--- config.mk ---
export PLATFORM = sky130hd
export DESIGN_NAME = stack_core_datapath
export DESIGN_NICKNAME = d
export VERILOG_FILES = /design/src/stack_core_pkg.sv /design/src/stack_core_datapath.sv
export SDC_FILE = /design/constraint.sdc
export NUM_CORES = 2
export LEC_CHECK = 0
export ABC_AREA = 1
export BUFFER_PORTS_ARGS = -buffer_cell sky130_fd_sc_hd__buf_4
export CORE_ASPECT_RATIO = 1.75
export CORE_UTILIZATION = 50
export DETAILED_ROUTE_END_ITERATION = 6
export PLACE_DENSITY = 0.66
export SLEW_MARGIN = 0
export SYNTH_ARGS = -nofsm -noshare
export SYNTH_HDL_FRONTEND = slang
export SYNTH_SLANG_ARGS = --single-unit
--- constraint.sdc ---
create_clock -name core_clk -period 19.5 [get_ports core_clk]
set_input_delay 1.95 -clock core_clk [delete_from_list [all_inputs] [get_ports core_clk]]
set_output_delay 1.95 -clock core_clk [all_outputs]
set_load 0.02 [all_outputs]
--- src/stack_core_pkg.sv ---
// Purpose: shared constants and types for the stack core datapath
// Assumes: one core clock, primitive operations issued by the sequencer
// Notes: addresses are 9 bits; bit 8 set selects ports
package stack_core_pkg;
    localparam int WORD_W = 18;
    localparam int STACK_DEPTH = 8;
    localparam int PTR_W = 3;
    localparam int ADDR_W = 9;
    localparam int B_W = 9;
    localparam int P_W = 10;
    localparam int MEM_WORDS = 64;
    localparam int MEM_IDX_W = 6;
    localparam int INC_W = 7;
    localparam int PORT_BIT = 8;
    localparam int ROM_BIT = 7;
    localparam int EXT_BIT = 9;
    localparam logic [B_W-1:0] B_RESET = 9'h15D;
    localparam logic [WORD_W-1:0] WORD_ZERO = 18'h00000;
    localparam logic [P_W-1:0] P_RESET = 10'h000;
    localparam logic [PTR_W-1:0] PTR_ONE = 3'h1;
    localparam logic [INC_W-1:0] INC_ONE = 7'h01;

    typedef enum logic [4:0] {
        OP_NOP = 5'h00,
        OP_DUP = 5'h01,
        OP_DROP = 5'h02,
        OP_OVER = 5'h03,
        OP_PUSH = 5'h04,
        OP_POP = 5'h05,
        OP_A_READ = 5'h06,
        OP_A_WRITE = 5'h07,
        OP_B_WRITE = 5'h08,
        OP_FETCH_A = 5'h09,
        OP_FETCH_A_INC = 5'h0A,
        OP_STORE_A = 5'h0B,
        OP_STORE_A_INC = 5'h0C,
        OP_FETCH_B = 5'h0D,
        OP_STORE_B = 5'h0E,
        OP_FETCH_P_INC = 5'h0F,
        OP_STORE_P_INC = 5'h10,
        OP_NOT = 5'h11,
        OP_AND = 5'h12,
        OP_XOR = 5'h13,
        OP_ADD = 5'h14,
        OP_MUL_STEP = 5'h15,
        OP_SHL = 5'h16,
        OP_SHR = 5'h17
    } op_e;

    typedef struct packed {
        logic rd;
        logic wr;
        logic [ADDR_W-1:0] addr;
        logic [WORD_W-1:0] wdata;
    } port_req_s;

    typedef struct packed {
        logic wr;
        logic [MEM_IDX_W-1:0] addr;
        logic [WORD_W-1:0] data;
    } rom_load_s;
endpackage

--- src/stack_core_datapath.sv ---
// Purpose: datapath of one stack-machine core: stacks, A/B/P, local memory, ALU
// Assumes: one operation per cycle when op_valid; inputs synchronous to core_clk
// Notes: ROM content is loaded through the rom_load port before use
// How it works
// - both stacks are eight-entry rings; pointers wrap, cells cleared only by reset, no errors
// - duplicate pushes a copy of T so T and S equal old T
// - discard pops the data stack, S becomes T
// - copy-second pushes a copy of S above the two unchanged items
// - move-to-return pops T and pushes it into R
// - move-from-return pops R and pushes it onto the data stack
// - A is 18 bits read/write; B is 9 bits write-only
// - reset loads B with the control and status address
// - read-A pushes A, A unchanged
// - write-A pops T into A
// - write-B pops T, keeping only its low nine bits
// - 64 words RAM at 0x00-0x3F and 64 words ROM at 0x80-0xBF
// - address bit 6 is not decoded, so upper halves alias
// - fetch-via-A pushes the addressed location, A unchanged
// - A auto-increment only for memory, wrapping 0x7F to 0x00, 0xFF to 0x80
// - fetch/store via B use B unchanged; the store pops
// - P access then increment for memory only, same wrap as A
// - invert T; AND and XOR of T and S leave one result
// - add replaces T and S with their sum, carry kept in standard mode
// - multiply step: multiplicand S, multiplier A, low word A, high word T
// - doubling is arithmetic left shift; halving keeps the sign
// - multiply step adds S to T when A lsb set, then shifts T.A right
// - P bit 9 selects extended mode; otherwise carry never changes
// - extended add includes the carry and latches the new carry out
`timescale 1ns/1ns
`default_nettype none

module stack_core_datapath #(
    parameter int DEPTH = stack_core_pkg::STACK_DEPTH
) (
    input wire logic core_clk,
    input wire logic rst,
    input wire logic op_valid,
    input wire stack_core_pkg::op_e op,
    input wire logic p_load,
    input wire logic [stack_core_pkg::P_W-1:0] p_load_value,
    input wire stack_core_pkg::rom_load_s rom_load,
    input wire logic [stack_core_pkg::WORD_W-1:0] port_rdata,
    output stack_core_pkg::port_req_s port_req,
    output logic [stack_core_pkg::WORD_W-1:0] t,
    output logic [stack_core_pkg::WORD_W-1:0] s,
    output logic [stack_core_pkg::WORD_W-1:0] r,
    output logic [stack_core_pkg::WORD_W-1:0] a,
    output logic [stack_core_pkg::B_W-1:0] b,
    output logic [stack_core_pkg::P_W-1:0] p,
    output logic carry,
    output logic ext_mode
);
    localparam int W = stack_core_pkg::WORD_W;
    localparam int PW = stack_core_pkg::PTR_W;
    localparam int AW = stack_core_pkg::ADDR_W;
    localparam int IW = stack_core_pkg::INC_W;
    logic [W-1:0] dstk [DEPTH];
    logic [W-1:0] rstk [DEPTH];
    logic [PW-1:0] dsp;
    logic [PW-1:0] rsp;
    logic [W-1:0] ram [stack_core_pkg::MEM_WORDS];
    logic [W-1:0] rom [stack_core_pkg::MEM_WORDS];
    logic [W-1:0] next_t;
    logic [W-1:0] next_s;
    logic [W-1:0] next_r;
    logic [W-1:0] next_a;
    logic [stack_core_pkg::P_W-1:0] next_p;
    logic next_carry;
    logic d_push;
    logic d_pop;
    logic r_push;
    logic r_pop;
    logic b_write;
    logic mem_access;
    logic mem_write;
    logic [AW-1:0] eff_addr;
    logic [W-1:0] rd_data;
    logic [W:0] add_sum;
    logic [W:0] mul_sum;
    logic [W-1:0] mul_hi;
    function automatic logic [AW-1:0] bump(input logic [AW-1:0] adr);
        logic [AW-1:0] res;
        res = adr;
        if (!adr[stack_core_pkg::PORT_BIT]) begin
            res[IW-1:0] = adr[IW-1:0] + stack_core_pkg::INC_ONE;
        end
        return res;
    endfunction

    assign ext_mode = p[stack_core_pkg::EXT_BIT];
    assign eff_addr = (op inside {stack_core_pkg::OP_FETCH_B, stack_core_pkg::OP_STORE_B}) ? b :
        (op inside {stack_core_pkg::OP_FETCH_P_INC, stack_core_pkg::OP_STORE_P_INC}) ? p[AW-1:0] : a[AW-1:0];
    // only loads and stores reach memory or a port
    assign mem_write = op_valid && (op inside {stack_core_pkg::OP_STORE_A, stack_core_pkg::OP_STORE_A_INC,
        stack_core_pkg::OP_STORE_B, stack_core_pkg::OP_STORE_P_INC});
    assign mem_access = mem_write || (op_valid && (op inside {stack_core_pkg::OP_FETCH_A,
        stack_core_pkg::OP_FETCH_A_INC, stack_core_pkg::OP_FETCH_B, stack_core_pkg::OP_FETCH_P_INC}));

    // bit 6 ignored by the decode
    always_comb begin
        if (eff_addr[stack_core_pkg::PORT_BIT]) begin
            rd_data = port_rdata;
        end else if (eff_addr[stack_core_pkg::ROM_BIT]) begin
            rd_data = rom[eff_addr[stack_core_pkg::MEM_IDX_W-1:0]];
        end else begin
            rd_data = ram[eff_addr[stack_core_pkg::MEM_IDX_W-1:0]];
        end
    end

    // port side is combinational so a port answers within the operation's cycle
    always_comb begin
        port_req.rd = mem_access && !mem_write && eff_addr[stack_core_pkg::PORT_BIT];
        port_req.wr = mem_write && eff_addr[stack_core_pkg::PORT_BIT];
        port_req.addr = eff_addr;
        port_req.wdata = t;
    end

    // carry enters only in extended mode
    assign add_sum = {1'b0, t} + {1'b0, s} + {{W{1'b0}}, carry && ext_mode};
    // sign-extended add of S into T before the shift
    assign mul_sum = a[0] ? ({t[W-1], t} + {s[W-1], s}) : {t[W-1], t};
    assign mul_hi = mul_sum[W:1];

    always_comb begin
        next_t = t;
        next_s = s;
        next_r = r;
        next_a = a;
        next_p = p;
        next_carry = carry;
        d_push = 1'b0;
        d_pop = 1'b0;
        r_push = 1'b0;
        r_pop = 1'b0;
        b_write = 1'b0;
        if (op_valid) begin
            unique case (op)
                stack_core_pkg::OP_DUP: d_push = 1'b1;
                stack_core_pkg::OP_DROP: d_pop = 1'b1;
                stack_core_pkg::OP_OVER: begin
                    d_push = 1'b1;
                    next_t = s;
                end
                stack_core_pkg::OP_PUSH: begin
                    d_pop = 1'b1;
                    r_push = 1'b1;
                    next_r = t;
                end
                stack_core_pkg::OP_POP: begin
                    d_push = 1'b1;
                    next_t = r;
                    r_pop = 1'b1;
                end
                stack_core_pkg::OP_A_READ: begin
                    d_push = 1'b1;
                    next_t = a;
                end
                stack_core_pkg::OP_A_WRITE: begin
                    d_pop = 1'b1;
                    next_a = t;
                end
                stack_core_pkg::OP_B_WRITE: begin
                    d_pop = 1'b1;
                    b_write = 1'b1;
                end
                stack_core_pkg::OP_FETCH_A,
                stack_core_pkg::OP_FETCH_B: begin
                    d_push = 1'b1;
                    next_t = rd_data;
                end
                stack_core_pkg::OP_FETCH_A_INC: begin
                    d_push = 1'b1;
                    next_t = rd_data;
                    next_a = {a[W-1:AW], bump(a[AW-1:0])};
                end
                stack_core_pkg::OP_STORE_A,
                stack_core_pkg::OP_STORE_B: d_pop = 1'b1;
                stack_core_pkg::OP_STORE_A_INC: begin
                    d_pop = 1'b1;
                    next_a = {a[W-1:AW], bump(a[AW-1:0])};
                end
                stack_core_pkg::OP_FETCH_P_INC: begin
                    d_push = 1'b1;
                    next_t = rd_data;
                    next_p = {p[stack_core_pkg::P_W-1:AW], bump(p[AW-1:0])};
                end
                stack_core_pkg::OP_STORE_P_INC: begin
                    d_pop = 1'b1;
                    next_p = {p[stack_core_pkg::P_W-1:AW], bump(p[AW-1:0])};
                end
                stack_core_pkg::OP_NOT: next_t = ~t;
                stack_core_pkg::OP_AND: begin
                    d_pop = 1'b1;
                    next_t = t & s;
                end
                stack_core_pkg::OP_XOR: begin
                    d_pop = 1'b1;
                    next_t = t ^ s;
                end
                // add, carry only in extended mode
                stack_core_pkg::OP_ADD: begin
                    d_pop = 1'b1;
                    next_t = add_sum[W-1:0];
                    if (ext_mode) begin
                        next_carry = add_sum[W];
                    end
                end
                stack_core_pkg::OP_MUL_STEP: begin
                    next_t = mul_hi;
                    next_a = {mul_sum[0], a[W-1:1]};
                end
                stack_core_pkg::OP_SHL: next_t = {t[W-2:0], 1'b0};
                stack_core_pkg::OP_SHR: next_t = {t[W-1], t[W-1:1]};
                default: next_t = t;
            endcase
            if (d_push) begin
                next_s = t;
            end
            if (d_pop) begin
                next_s = dstk[dsp];
                if (!(op inside {stack_core_pkg::OP_AND, stack_core_pkg::OP_XOR, stack_core_pkg::OP_ADD})) begin
                    next_t = s;
                end
            end
            if (r_pop) begin
                next_r = rstk[rsp];
            end
        end
        if (p_load) begin
            next_p = p_load_value;
        end
    end

    // data ring: cells keep old data on pop
    always_ff @(posedge core_clk or posedge rst) begin
        if (rst) begin
            dsp <= '0;
            t <= stack_core_pkg::WORD_ZERO;
            s <= stack_core_pkg::WORD_ZERO;
            for (int i = 0; i < DEPTH; i++) begin
                dstk[i] <= stack_core_pkg::WORD_ZERO;
            end
        end else begin
            t <= next_t;
            s <= next_s;
            if (d_push) begin
                dsp <= dsp + stack_core_pkg::PTR_ONE;
                dstk[dsp + stack_core_pkg::PTR_ONE] <= s;
            end else if (d_pop) begin
                dsp <= dsp - stack_core_pkg::PTR_ONE;
            end
        end
    end

    always_ff @(posedge core_clk or posedge rst) begin
        if (rst) begin
            rsp <= '0;
            r <= stack_core_pkg::WORD_ZERO;
            for (int i = 0; i < DEPTH; i++) begin
                rstk[i] <= stack_core_pkg::WORD_ZERO;
            end
        end else begin
            r <= next_r;
            if (r_push) begin
                rsp <= rsp + stack_core_pkg::PTR_ONE;
                rstk[rsp + stack_core_pkg::PTR_ONE] <= r;
            end else if (r_pop) begin
                rsp <= rsp - stack_core_pkg::PTR_ONE;
            end
        end
    end

    always_ff @(posedge core_clk or posedge rst) begin
        if (rst) begin
            a <= stack_core_pkg::WORD_ZERO;
        end else begin
            a <= next_a;
        end
    end

    // B reset and low nine bits on write
    always_ff @(posedge core_clk or posedge rst) begin
        if (rst) begin
            b <= stack_core_pkg::B_RESET;
        end else if (b_write) begin
            b <= t[stack_core_pkg::B_W-1:0];
        end
    end

    always_ff @(posedge core_clk or posedge rst) begin
        if (rst) begin
            p <= stack_core_pkg::P_RESET;
            carry <= 1'b0;
        end else begin
            p <= next_p;
            carry <= next_carry;
        end
    end

    always_ff @(posedge core_clk) begin
        if (mem_write && !eff_addr[stack_core_pkg::PORT_BIT]) begin
            if (eff_addr[stack_core_pkg::ROM_BIT]) begin
                rom[eff_addr[stack_core_pkg::MEM_IDX_W-1:0]] <= t;
            end else begin
                ram[eff_addr[stack_core_pkg::MEM_IDX_W-1:0]] <= t;
            end
        end else if (rom_load.wr) begin
            rom[rom_load.addr] <= rom_load.data;
        end
    end
endmodule // stack_core_datapath

`default_nettype wire

==> results by group <==
Outcome
  – Outcome: finished with violations
  – Failing checks: DRC

Final layout
  – Most frequent cells in the layout: 3411 x nand2_1, 2304 x edfxtp_1, 1315 x nand3_1
  – Filler instances: 18400
  – Nets: 10200
  – Final Non-Filler Cells: 13200
  – Most common cell after layout, fill and taps aside: nand2_1
  – Sequential cell area: 78900 sq um
  – Area Overhead vs Synth: 10.7%
  – Fraction of layout cells with a size suffix above 1: 9.69%
  – Area of the multi-input gates: 29900 sq um

Synth
  – Post-Synth Simple-Gate Area: 20.5%
  – Post-synth top flop: edfxtp_1
  – Yosys warning count: 0
  – Mux share of post-synthesis cell area: 0%
  – Synth Area in Adders: 0.322%
  – Post-Synthesis Net Count: 10200
  – Avg Cell Area, Syn: 11.1 sq um
  – Sequential share of the synthesized area: 70.5%
  – Yosys reg bits: 2690
  – Synth Area in XOR/XNOR: 0.0705%
  – Post-synthesis compound-gate area fraction: 5.19%
  – Unique masters post-synth: 56
  – Main combinational cell family by area after synthesis: simple AND/OR/NAND/NOR gates
  – Syn Std Cell Area: 112000 sq um
  – Ys async rst share: 14.3%
  – Post-synth EDFFs: 2304
  – Post-Syn Instances: 10100

Clocking
  – Post-CTS Setup Inserts: 0
  – CTS max path bufs: 4
  – CTS Hold Bufs: 0
  – CTS tree: done
  – Clk sinks: 2690
  – Clock-pin slew on the worst setup and hold paths: 0.06 ns
  – CTS H-tree depth: 4
  – CTS Root Cell: clkbuf_16
  – Worst-skew pair later-pin latency: 0.91 ns
  – Num CTS Buffers: 231
  – Post-cts resize count: 0

Power and ir drop
  – Pwr Total: 16.8 mW
  – Leak: 45.6 nW
  – Power Density: 136 nW/um^2
  – VDD IR-drop max: 0.000136 V

Global routing
  – First-pass GRT wire length: 518 mm
  – Antenna violations before repair: 17
  – Vias in the first global route: 76900
  – Pin count of the biggest net entering global routing: 182
  – Total grt overflow: 0
  – Tot GR Track Use: 31.4%

Timing
  – Final hold vios: 0
  – Count of pins over their slew limit: 0
  – Final Setup Violations: 0
  – Final Worst Setup Slack: 11.18 ns
  – Fin crit share: 42.7%
  – Layout Skew: 0.0563 ns
  – Unrepaired setup endpoints after global routing: no
  – Slew headroom: 14.3%
  – TNS Setup: 0 ns
  – Maximum clock frequency: 0.120 GHz
  – Min cycle time layout: 8.32 ns
  – Worst-Margin Slew: 1.28 ns

Placement
  – GP Congestion: 0.966
  – Final HPWL DP: 217 mm
  – PortBufs: 183
  – Placed cells: 12800
  – Setup WS pre-CTS: 11.31 ns

Worst hold path
  – Hold path startpoint: dstk[43]$_DFFE_PP0P_
  – Hold Crit Class: reg2reg

Die
  – Core Region: 222000 sq um
  – Die Span X: 360 um
  – Ports: 184
  – Row count: 229
  – Die boundary height: 628 um
  – Die area: 226000 sq um
  – Initial Util: 50.3%

Worst setup path
  – Setup slack, reg-to-reg: 13.11 ns
  – Worst Setup End Kind: output port
  – Worst setup SP type: primary input
  – Worst Setup SP: op[0]
  – WP data required: 17.55 ns
  – R2R Path Start: a[2]$_DFFE_PP0P_
  – Worst-path maximum fanout: 181
  – Critical path class: in2out
  – WP data arrival: 6.37 ns

Run
  – Max-cap viol count: 0

Detailed routing
  – Avg WL per Cell: 27.2 um
  – Drt pass-1 iters: 7
  – Detailed-route via count: 80200
  – Vias per cell: 6.06
  – Drt drc: 1
  – Post-route ant nets: 0
  – Initial DRC count: 9661
  – Total Wirelength: 360 mm
## final cells by class
type,instances,area share [%]
inverter,233,0.715
clock inverter,135,0.879
clock buffer,281,4.86
tap,2887,2.92
timing repair buffer,438,2.74
multi-input combinational,6560,24.1
antenna,11,0.0222
sequential,2690,63.7
## worst max-delay path, stage by stage
cell     delay (ns)
buf_4          0.13
inv_1          0.07
nand2_1        0.12
nand2_1        0.16
nand2_4        0.17
inv_2          0.15
nand2_1        0.14
nand2_8        0.44
buf_4          0.88
buf_4          0.84
buf_12         0.60
buf_4          0.28
## synthesized netlist by cell type (all sizes together), types with 38 or more instances
cell / count / share of area (%)
a21oi: 117 / 0.53
buf: 429 / 2.0
clkbuf: 173 / 0.58
dfrtp: 380 / 8.5
edfxtp: 2304 / 62
inv: 227 / 0.76
nand2: 3424 / 12
nand3: 1320 / 5.9
nand4: 193 / 1.1
nor2: 503 / 1.7
o21ai: 690 / 3.1
o221ai: 38 / 0.30
o22ai: 68 / 0.38
## logic make-up (layout without fill, tap and decap cells)
family / count (synthesis) / count (layout)
compound gates: 1036 / 1036
xor+xnor: 9 / 9
fa+ha+maj: 27 / 27
buf+inv: 835 / 1087
flops: 2690 / 2690
other cells: 0 / 11
simple gates: 5488 / 5488
## registers in the layout, indices dropped and copies added, names as in the netlist, 9 cells and up
register	cells
rom	1152
dstk	144
rstk	144
p	10
r	18
ram	1152
b	9
s	18
a	18
t	18
## final timing paths
check,depth (start not counted),to
min,2,dstk[43]$_DFFE_PP0P_
min in group asynchronous,2,dstk[70]$_DFFE_PP0P_
min reg2reg,2,dstk[43]$_DFFE_PP0P_
max in group asynchronous,5,rsp[0]$_DFFE_PP0P_
max,12,port_req[18]
max reg2reg,19,t[13]$_DFFE_PP0P_
## routing by layer
layer | part of all wire [%] | vias to the layer above | routed length (um) | global-route usage, %
met3 | 8.9 | 953 | 31900 | 5.40
li1 | - | 35300 | - | -
met5 | 0.019 | - | 69 | 0
met1 | 36 | 39500 | 129000 | 38.0
met4 | 7.5 | 10 | 26900 | 21.5
met2 | 48 | 4391 | 172000 | 51.5
## power by group
part	internal [mW]	switching, mW	total, mW
Clock	2.40	2.06	4.47
Combinational	1.22	3.87	5.09
Sequential	6.87	0.381	7.25
## stage by stage
stage	utilization (%)	hold slack (ns)	cell area [sq um]
3_3_place_gp	52.5	0.461	117000
4_1_cts	55.7	0.484	124000
3_5_place_dp	52.5	0.468	117000
6_report	55.7	0.478	124000
2_1_floorplan	-	0.448	112000
5_1_grt	55.7	0.498	124000
Note: power is estimated with default switching activity, not from simulation.
